`src/cra_params.svh`:
```
`ifndef CRA_PARAMS_SVH
`define CRA_PARAMS_SVH
`define CRA_ADDR_CTRL   32'h0000_0000
`define CRA_ADDR_CNT0   32'h0000_0004
`define CRA_ADDR_CNT1   32'h0000_0008
`define CRA_ADDR_STATUS 32'h0000_000C
`define CRA_BIT_CH0_EN  0
`define CRA_BIT_LVL0    1
`define CRA_BIT_LVL1    2
`define CRA_BIT_IOHALT  3
`define CRA_CTRL_RST    4'h0
`define CRA_CNT_RST     16'h0000
`define CRA_CNT_DONE    16'h0000
`endif

```
`src/cra_pkg.sv`:
```
package cra_pkg;
    typedef enum logic [2:0] {
        CRA_OWN_CPU,
        CRA_OWN_REFRESH,
        CRA_OWN_DMA,
        CRA_OWN_RELEASE,
        CRA_OWN_IRQACK
    } cra_owner_t;

    typedef struct packed {
        logic bus_hold;
        logic refresh;
        logic dma;
    } cra_mc_req_t;
endpackage : cra_pkg

```
`src/cra_arbiter.sv`:
```
// Added by the designer: the register addresses and the AHB-Lite register port.
`timescale 1ns/1ps
`include "cra_params.svh"
module cra_arbiter (
    input  wire logic        hclk,
    input  wire logic        hresetn,
    input  wire logic        hsel,
    input  wire logic [31:0] haddr,
    input  wire logic [1:0]  htrans,
    input  wire logic        hwrite,
    input  wire logic [2:0]  hsize,
    input  wire logic [31:0] hwdata,
    input  wire logic        hready,
    output logic [31:0]      hrdata,
    output logic             hreadyout,
    output logic             hresp,
    input  wire logic        machine_cycle,
    input  wire logic        instr_end,
    input  wire logic        wait_state_slot,
    input  wire logic        wait_request,
    input  wire logic        refresh_request,
    input  wire logic        dma_req_line_ch0,
    input  wire logic        dma_req_line_ch1,
    input  wire logic        bus_hold_request,
    input  wire logic        nmi_n,
    input  wire logic        maskable_irq_line_a,
    input  wire logic        maskable_irq_line_b,
    input  wire logic        maskable_irq_line_c,
    input  wire logic        dma_byte_done,
    output logic             wait_insert,
    output logic             bus_float,
    output logic             bus_ack_n,
    output logic             refresh_grant,
    output logic             dma_grant,
    output logic             irq_accept,
    output logic             cpu_run,
    output logic             io_halt_mode
);
    // Pin synchronisers: first stage read only by second stage
    logic [6:0] sync1_reg;
    logic [6:0] sync2_reg;
    logic [6:0] pins_raw;
    assign pins_raw = {wait_request, dma_req_line_ch0, dma_req_line_ch1, bus_hold_request, nmi_n, 1'b0,
                       maskable_irq_line_a | maskable_irq_line_b | maskable_irq_line_c};
    // Reset to the idle level of every pin so no false edge follows reset
    always_ff @(posedge hclk or negedge hresetn) begin
        if (!hresetn) begin
            sync1_reg <= 7'h34;
            sync2_reg <= 7'h34;
        end else begin
            sync1_reg <= pins_raw;
            sync2_reg <= sync1_reg;
        end
    end
    logic wait_s, dma_req_line_ch0_n, dma_req_line_ch1_n, hold_s, nmi_s_n, irq_s;
    assign wait_s  = sync2_reg[6];
    assign dma_req_line_ch0_n = sync2_reg[5];
    assign dma_req_line_ch1_n = sync2_reg[4];
    assign hold_s  = sync2_reg[3];
    assign nmi_s_n = sync2_reg[2];
    assign irq_s   = sync2_reg[0];

    // AHB-Lite register slave, zero wait states
    logic [3:0]  ctrl_reg, ctrl_next;
    logic [15:0] cnt0_reg, cnt0_next, cnt1_reg, cnt1_next;
    logic        wr_pend_reg, wr_pend_next;
    logic [31:0] wr_addr_reg, wr_addr_next, hrdata_next;
    logic        ch0_en_clr;
    logic        xfer;
    assign xfer = hsel && hready && htrans[1];

    // Arbiter state
    cra_pkg::cra_owner_t owner_reg, owner_next;
    logic dma_active_reg, dma_active_next;
    logic dma_ch_reg, dma_ch_next;
    logic dma_req_line_ch0_prev_reg, dma_req_line_ch1_prev_reg, edge_pend_reg, edge_pend_next;
    logic wait_reg, wait_next;
    logic irq_pend_reg, irq_pend_next, irq_acc_reg, irq_acc_next;
    cra_pkg::cra_mc_req_t req;

    always_comb begin
        ctrl_next    = ctrl_reg;
        cnt0_next    = cnt0_reg;
        cnt1_next    = cnt1_reg;
        wr_pend_next = xfer && hwrite;
        wr_addr_next = xfer ? haddr : wr_addr_reg;
        hrdata_next  = 32'h0000_0000;
        if (wr_pend_reg) begin
            case (wr_addr_reg)
                `CRA_ADDR_CTRL: ctrl_next = hwdata[3:0];
                `CRA_ADDR_CNT0: cnt0_next = hwdata[15:0];
                `CRA_ADDR_CNT1: cnt1_next = hwdata[15:0];
                default:        ;
            endcase
        end
        if (dma_active_reg && dma_byte_done && owner_reg == cra_pkg::CRA_OWN_DMA) begin
            if (!dma_ch_reg && cnt0_reg != `CRA_CNT_DONE) cnt0_next = cnt0_reg - 16'h0001;
            if (dma_ch_reg && cnt1_reg != `CRA_CNT_DONE)  cnt1_next = cnt1_reg - 16'h0001;
        end
        // Hardware clear of the enable loses to nothing except a same-cycle software write to the CTRL address
        if (ch0_en_clr && !(wr_pend_reg && wr_addr_reg == `CRA_ADDR_CTRL)) ctrl_next[`CRA_BIT_CH0_EN] = 1'b0;
        if (xfer && !hwrite) begin
            case (haddr)
                `CRA_ADDR_CTRL:   hrdata_next = {28'h000_0000, ctrl_reg};
                `CRA_ADDR_CNT0:   hrdata_next = {16'h0000, cnt0_reg};
                `CRA_ADDR_CNT1:   hrdata_next = {16'h0000, cnt1_reg};
                `CRA_ADDR_STATUS: hrdata_next = {24'h00_0000, dma_ch_reg, dma_active_reg, irq_pend_reg,
                                                 wait_reg, 1'b0, owner_reg};
                default:          hrdata_next = 32'h0000_0000;
            endcase
        end
    end
    always_ff @(posedge hclk or negedge hresetn) begin
        if (!hresetn) begin
            ctrl_reg    <= `CRA_CTRL_RST;
            cnt0_reg    <= `CRA_CNT_RST;
            cnt1_reg    <= `CRA_CNT_RST;
            wr_pend_reg <= 1'b0;
            wr_addr_reg <= 32'h0000_0000;
            hrdata      <= 32'h0000_0000;
        end else begin
            ctrl_reg    <= ctrl_next;
            cnt0_reg    <= cnt0_next;
            cnt1_reg    <= cnt1_next;
            wr_pend_reg <= wr_pend_next;
            wr_addr_reg <= wr_addr_next;
            hrdata      <= hrdata_next;
        end
    end
    assign hreadyout = 1'b1;
    assign hresp     = 1'b0;

    // Request decode
    logic lvl0, lvl1, in_release, dma_req_line_ch0_ok, dma_req_line_ch1_ok, dma_want, dma_stop;
    assign lvl0       = ctrl_reg[`CRA_BIT_LVL0];
    assign lvl1       = ctrl_reg[`CRA_BIT_LVL1];
    assign in_release = owner_reg == cra_pkg::CRA_OWN_RELEASE;
    // Level lines are refused while released; falling edges are remembered instead
    assign dma_req_line_ch0_ok = lvl0 ? (!dma_req_line_ch0_n && !in_release) : (dma_req_line_ch0_prev_reg && !dma_req_line_ch0_n);
    assign dma_req_line_ch1_ok = lvl1 ? (!dma_req_line_ch1_n && !in_release) : (dma_req_line_ch1_prev_reg && !dma_req_line_ch1_n);
    assign dma_want = dma_req_line_ch0_ok || dma_req_line_ch1_ok || ctrl_reg[`CRA_BIT_CH0_EN] || edge_pend_reg;
    // Stop on line high in level mode (channel 0 only with its enable clear), count exhausted or NMI low
    assign dma_stop = dma_active_reg && (!nmi_s_n ||
                      (dma_ch_reg ? (cnt1_reg == `CRA_CNT_DONE || (!lvl1 ? 1'b0 : dma_req_line_ch1_n))
                                  : (cnt0_reg == `CRA_CNT_DONE ||
                                     (!ctrl_reg[`CRA_BIT_CH0_EN] && lvl0 && dma_req_line_ch0_n))));
    assign ch0_en_clr = dma_stop && !dma_ch_reg;
    assign req.bus_hold = hold_s;
    assign req.refresh  = refresh_request && !hold_s;
    assign req.dma      = (dma_want || dma_active_reg) && !dma_stop;

    always_comb begin
        owner_next      = owner_reg;
        dma_active_next = dma_stop ? 1'b0 : dma_active_reg;
        dma_ch_next     = dma_ch_reg;
        edge_pend_next  = edge_pend_reg;
        irq_pend_next   = irq_pend_reg || irq_s;
        irq_acc_next    = 1'b0;
        // Wait is only looked at in its designated slot and never during refresh or release
        wait_next = wait_reg;
        if (wait_state_slot) wait_next = wait_s && owner_reg != cra_pkg::CRA_OWN_REFRESH && !in_release;
        // The owner does not change while a wait is inserted; a DMA stop still clears dma_active_reg
        if (machine_cycle && !wait_reg) begin
            if (req.bus_hold) begin
                owner_next = cra_pkg::CRA_OWN_RELEASE;
            end else if (req.refresh && owner_reg != cra_pkg::CRA_OWN_REFRESH) begin
                owner_next = cra_pkg::CRA_OWN_REFRESH;
            end else if (req.dma && !in_release) begin
                owner_next      = cra_pkg::CRA_OWN_DMA;
                edge_pend_next  = 1'b0;
                if (!dma_active_reg) begin
                    dma_active_next = 1'b1;
                    dma_ch_next     = !(dma_req_line_ch0_ok || ctrl_reg[`CRA_BIT_CH0_EN]) && dma_req_line_ch1_ok;
                end
            end else if (irq_pend_reg && instr_end && !dma_active_reg) begin
                owner_next    = cra_pkg::CRA_OWN_IRQACK;
                irq_pend_next = irq_s;
                irq_acc_next  = 1'b1;
            end else begin
                owner_next = cra_pkg::CRA_OWN_CPU;
            end
        end
        // A falling edge is kept until granted; a new edge beats the grant clear
        if (!lvl0 && dma_req_line_ch0_prev_reg && !dma_req_line_ch0_n) edge_pend_next = 1'b1;
        if (!lvl1 && dma_req_line_ch1_prev_reg && !dma_req_line_ch1_n) edge_pend_next = 1'b1;
    end
    always_ff @(posedge hclk or negedge hresetn) begin
        if (!hresetn) begin
            owner_reg      <= cra_pkg::CRA_OWN_CPU;
            dma_active_reg <= 1'b0;
            dma_ch_reg     <= 1'b0;
            dma_req_line_ch0_prev_reg <= 1'b1;
            dma_req_line_ch1_prev_reg <= 1'b1;
            edge_pend_reg  <= 1'b0;
            wait_reg       <= 1'b0;
            irq_pend_reg   <= 1'b0;
            irq_acc_reg    <= 1'b0;
        end else begin
            owner_reg      <= owner_next;
            dma_active_reg <= dma_active_next;
            dma_ch_reg     <= dma_ch_next;
            dma_req_line_ch0_prev_reg <= dma_req_line_ch0_n;
            dma_req_line_ch1_prev_reg <= dma_req_line_ch1_n;
            edge_pend_reg  <= edge_pend_next;
            wait_reg       <= wait_next;
            irq_pend_reg   <= irq_pend_next;
            irq_acc_reg    <= irq_acc_next;
        end
    end

    // Registered outputs
    always_ff @(posedge hclk or negedge hresetn) begin
        if (!hresetn) begin
            wait_insert   <= 1'b0;
            bus_float     <= 1'b0;
            bus_ack_n     <= 1'b1;
            refresh_grant <= 1'b0;
            dma_grant     <= 1'b0;
            irq_accept    <= 1'b0;
            cpu_run       <= 1'b1;
            io_halt_mode  <= 1'b0;
        end else begin
            wait_insert   <= wait_next;
            bus_float     <= owner_next == cra_pkg::CRA_OWN_RELEASE;
            bus_ack_n     <= owner_next != cra_pkg::CRA_OWN_RELEASE;
            refresh_grant <= owner_next == cra_pkg::CRA_OWN_REFRESH;
            dma_grant     <= owner_next == cra_pkg::CRA_OWN_DMA;
            irq_accept    <= irq_acc_next;
            cpu_run       <= owner_next == cra_pkg::CRA_OWN_CPU || owner_next == cra_pkg::CRA_OWN_IRQACK;
            io_halt_mode  <= ctrl_reg[`CRA_BIT_IOHALT];
        end
    end

    // Assertions
    property p_one_owner;
        @(posedge hclk) disable iff (!hresetn)
        $onehot0({bus_float, refresh_grant, dma_grant}) && !(cpu_run && (bus_float || dma_grant));
    endproperty
    a_one_owner: assert property (p_one_owner) else $error("more than one bus owner");
    property p_hold_first;
        @(posedge hclk) disable iff (!hresetn)
        machine_cycle && !wait_reg && hold_s |=> bus_float && !refresh_grant;
    endproperty
    a_hold_first: assert property (p_hold_first) else $error("bus hold not granted first");
    property p_hold_kills_refresh;
        @(posedge hclk) disable iff (!hresetn)
        machine_cycle && !wait_reg && hold_s && refresh_request |=> !refresh_grant;
    endproperty
    a_hold_kills_refresh: assert property (p_hold_kills_refresh) else $error("refresh not discarded");
    property p_owner_stable;
        @(posedge hclk) disable iff (!hresetn)
        !machine_cycle |=> $stable(owner_reg);
    endproperty
    a_owner_stable: assert property (p_owner_stable) else $error("owner changed mid cycle");
    property p_wait_holds;
        @(posedge hclk) disable iff (!hresetn)
        wait_reg && !wait_state_slot |=> $stable(owner_reg) && wait_insert;
    endproperty
    a_wait_holds: assert property (p_wait_holds) else $error("wait did not freeze arbitration");
    property p_wait_slot;
        @(posedge hclk) disable iff (!hresetn)
        !wait_state_slot |=> $stable(wait_reg);
    endproperty
    a_wait_slot: assert property (p_wait_slot) else $error("wait sampled outside slot");
    property p_irq_at_end;
        @(posedge hclk) disable iff (!hresetn)
        irq_acc_next |-> instr_end && machine_cycle && !hold_s;
    endproperty
    a_irq_at_end: assert property (p_irq_at_end) else $error("interrupt accepted mid instruction");
    property p_nmi_stops;
        @(posedge hclk) disable iff (!hresetn)
        dma_active_reg && !nmi_s_n |=> !dma_active_reg;
    endproperty
    a_nmi_stops: assert property (p_nmi_stops) else $error("NMI did not end DMA");
    property p_lvl_refused;
        @(posedge hclk) disable iff (!hresetn)
        in_release && machine_cycle && !wait_reg && !hold_s |=> !dma_grant;
    endproperty
    a_lvl_refused: assert property (p_lvl_refused) else $error("DMA right after release");
    property p_cpu_idle;
        @(posedge hclk) disable iff (!hresetn)
        machine_cycle && !wait_reg && !hold_s && !refresh_request && !(req.dma && !in_release) && !instr_end |=> cpu_run;
    endproperty
    a_cpu_idle: assert property (p_cpu_idle) else $error("processor not running when idle");
    property p_mem_start;
        @(posedge hclk) disable iff (!hresetn)
        machine_cycle && !wait_reg && !hold_s && !refresh_request && !in_release && req.dma |=> dma_grant;
    endproperty
    a_mem_start: assert property (p_mem_start) else $error("DMA request not granted");
    property p_edge_kept;
        @(posedge hclk) disable iff (!hresetn)
        !lvl0 && dma_req_line_ch0_prev_reg && !dma_req_line_ch0_n |=> edge_pend_reg;
    endproperty
    a_edge_kept: assert property (p_edge_kept) else $error("edge request lost");
    c_release: cover property (@(posedge hclk) disable iff (!hresetn) $rose(bus_float));
    c_edge:    cover property (@(posedge hclk) disable iff (!hresetn) edge_pend_reg ##1 dma_grant);
    c_dma:     cover property (@(posedge hclk) disable iff (!hresetn) $fell(dma_active_reg));
    c_irq:     cover property (@(posedge hclk) disable iff (!hresetn) irq_accept);
    c_refresh: cover property (@(posedge hclk) disable iff (!hresetn) refresh_grant ##1 dma_grant);
endmodule : cra_arbiter

```
`config.mk`:
```
export PLATFORM = sky130hd
export DESIGN_NAME = cra_arbiter
export DESIGN_NICKNAME = d
export VERILOG_FILES = /design/src/cra_pkg.sv /design/src/cra_arbiter.sv
export VERILOG_INCLUDE_DIRS = /design/src
export SDC_FILE = /design/constraint.sdc
export NUM_CORES = 1
export LEC_CHECK = 0
export CAP_MARGIN = 25
export CELL_PAD_IN_SITES_DETAIL_PLACEMENT = 0
export CELL_PAD_IN_SITES_GLOBAL_PLACEMENT = 1
export CORE_MARGIN = 5
export CORE_UTILIZATION = 33
export CTS_CLUSTER_SIZE = 10
export DETAILED_ROUTE_END_ITERATION = 7
export DONT_BUFFER_PORTS = 1
export GPL_TIMING_DRIVEN = 0
export PLACE_DENSITY = 0.62
export SYNTH_ARGS = -nofsm -noshare
export SYNTH_HDL_FRONTEND = slang
export SYNTH_SLANG_ARGS = --single-unit
```
`constraint.sdc`:
```
create_clock -name hclk -period 3.84 [get_ports hclk]
set_clock_uncertainty 0.2 [all_clocks]
set_input_delay 0.96 -clock hclk [delete_from_list [all_inputs] [get_ports hclk]]
set_output_delay 0.96 -clock hclk [all_outputs]
set_load 0.02 [all_outputs]
```
==> results.md <==
* Cells after DPL at 756
* Yosys reg bits at 114
* R2R setup slack at 0.70 ns
* TritonCTS clock tree: built
* Post-synth EDFFs at 0
* Max VDD drop at 0.306 mV
* CP cell instances: clkbuf_1 > nor4_1 > nand4_1 > nand2b_1 > clkbuf_1 > nand2_1 > clkbuf_1 > o21ai_0 > a21oi_1
* Clock Latency Late Sink at 0.41 ns
* Total number of vias at 4135
* Clock sink count at 114
* Critical path buffers and inverters at 3
* Finished Layout Cells at 788
* DRC viols at 0
* Synth unique cells at 61
* Final hold violation count at 0
* FF-to-FF Start: cnt0_reg[8]
* Post-CTS Hold Buffers at 0
* Vias per cell at 5.25
* Met2 usage at 25.9%
* Syn Inst Count at 520
* Port-buffer cells at 0
* Synth-to-Final Area Change at 16.8%
* DR iter-0 viols at 253
* Highest-delay cell along the critical path: nor4_1
* Worst-Margin Slew at 0.999 ns
* Status: finished clean
* CP Class: reg -> reg
* Gr usage total at 15.6%
* Vias in the first global route at 4299
* Die X at 139 um
* Worst Setup Start Kind: flop
* Placed cell areas at 5820 um2
* Die Ht at 139 um
* M1 GR Usage at 18.7%
* Worst Path Max Fanout at 10
* Clk root buf: clkbuf_16
* F_max at 318 MHz
* Sequential element share of the synthesized area at 52.3%
* Hold Slack at 0.0512 ns
* Routability congestion estimate at 0.831
* Number of H-tree levels at 4
* Most frequent cells in the layout: dfrtp_1, nor2_1, mux2_2
* Hold Crit Class: in -> async
* GR Layer Usage met3 at 6.66%
* Drt wl/cell at 18.9 um
* Leakage at 2.69 nW
* Worst setup EP type: flop
* Unrepaired setup endpoints after global routing: false
* Max-slew violations at 0
* Detailed placement HPWL at 11100 um
* Post-synth ARST share at 100%
* Critical Path AT at 3.19 ns
* Antenna violations before repair at 0
* Post-CTS Setup Bufs at 0
* R2r worst-path depth at 9
* Detail Route Antenna Nets at 0
* Yosys warning total at 0
* CTS resizes at 0
* Top_reg_cell synth: dfrtp_1
* Detailed Route WL at 14900 um
* Final instance area at 6400 um2
* Std-Cell Core Area at 16500 um2
* RR Endpoint: cnt0_reg[7]
* Fillers at 1684
* Starting density of the core at 33.3%
* Worst Path Required at 3.89 ns
* Router iterations before antenna repair at 5
* Row count at 47
* Pwr dens at 611 nW/um2
* Commonest non-fill, non-tap cell in the layout: dfrtp_1
* Largest net degree at the start of global routing at 115
* Global-route wire length before repair at 23700 um
* Gr ovfl total at 0
* Most Frequent Cell on Critical Path: clkbuf_1
* GR peak layer: met2
* Ant. Diodes at 0
* Register area at 2870 um2
* Max-cap viol count at 0
* Die area at 19300 um2
* Area of the multi-input gates at 2380 um2
* TritonCTS buffer count at 17
* CP peak stage delay at 0.48 ns
* Min Tclk post-route at 3.14 ns
* Top Family by Delay on Critical Path: simple AND/OR/NAND/NOR gates
* Ports at 129
* Fin nets at 646
* Final Setup Violations at 0
* Post-Syn Area at 5480 um2
* Layout cell share with drive strength beyond 1 at 20.2%
* Max FFs per register at 32
* Mean Syn Cell Area at 10.5 um2
* Setup TNS at 0 ns
* CTS Buffer Depth at 2
* Worst slew margin at 32.8%
* Clk pin slew, worst setup/hold paths at 0.06 ns
* Final period utilization at 81.8%
==> routing by layer <==
metal,share of wire [%],wire [um]
met2,49,7270
met3,8.3,1230
met1,42,6220
met4,1.2,186
met5,0,0
==> how the worst max path moves through the flow <==
stage | start | cells after the start | slack [ns] | end
after floorplan | dma_byte_done | 7 | 1.24 | cnt0_reg[5]
after global placement | haddr[27] | 6 | 0.72 | hrdata[12]
after detailed placement | haddr[27] | 6 | 0.68 | hrdata[10]
after CTS | cnt0_reg[8] | 9 | 0.65 | cnt0_reg[7]
after global routing | cnt0_reg[8] | 9 | 0.40 | cnt0_reg[7]
final | cnt0_reg[8] | 9 | 0.70 | cnt0_reg[7]
==> through the flow <==
stage | worst slack [ns] | power [mW] | util, %
finish | 0.699 | 3.91 | 38.9
global route | 0.396 | 4.11 | 38.9
CTS | 0.653 | 3.94 | 38.9
detailed placement | 0.680 | 2.38 | 35.3
global placement | 0.716 | 2.36 | 35.3
floorplan | 1.24 | 2.16 | -
==> worst register-to-register path, stage by stage, from the launching register on <==
cell      delay, ns
dfrtp_1        0.35
clkbuf_1       0.22
nor4_1         0.48
nand4_1        0.33
nand2b_1       0.16
clkbuf_1       0.36
nand2_1        0.23
clkbuf_1       0.31
o21ai_0        0.28
a21oi_1        0.08
==> cells by family (layout without fill, tap and decap cells) <==
group                      count (synthesis)  after routing  synth area share [%]
and+or+nand+nor                          200            200                  19.1
DFF                                      114            114                  52.3
AOI/OAI and AO/OA                         95             95                  12.0
buffers and inverters                     58             90                  5.41
muxes                                     47             47                  10.2
adders and majority gates                  4              4                 0.913
other                                      2             18                 0.137
==> power by group <==
part	internal [mW]	total (mW)	switching [mW]
clock	1.00	1.54	0.540
combinational	0.319	0.700	0.381
sequential	1.42	1.66	0.248
==> synth_stat cells, types with 10 or more instances <==
| cell type | count | area (um2) |
|---|---|---|
| a21oi_1 | 20 | 100 |
| a22oi_1 | 12 | 90.1 |
| buf_4 | 18 | 135 |
| clkbuf_1 | 20 | 75.1 |
| dfrtp_1 | 104 | 2600 |
| dfstp_2 | 10 | 263 |
| inv_1 | 16 | 60.1 |
| mux2_2 | 41 | 462 |
| nand2_1 | 28 | 105 |
| nand3_1 | 13 | 65.1 |
| nor2_1 | 58 | 218 |
| nor3_1 | 23 | 115 |
| nor4_1 | 25 | 156 |
| o21ai_0 | 20 | 100 |
==> cell type report <==
cell class,instances,share of cell area (%)
inverters,16,0.938
clock inverters,9,1.64
plain buffers,42,3.70
flip-flops and latches,114,44.8
multi-input cells,364,37.2
clock buffers,23,7.47
well taps,220,4.30
Note: power is estimated with default switching activity, not from simulation.
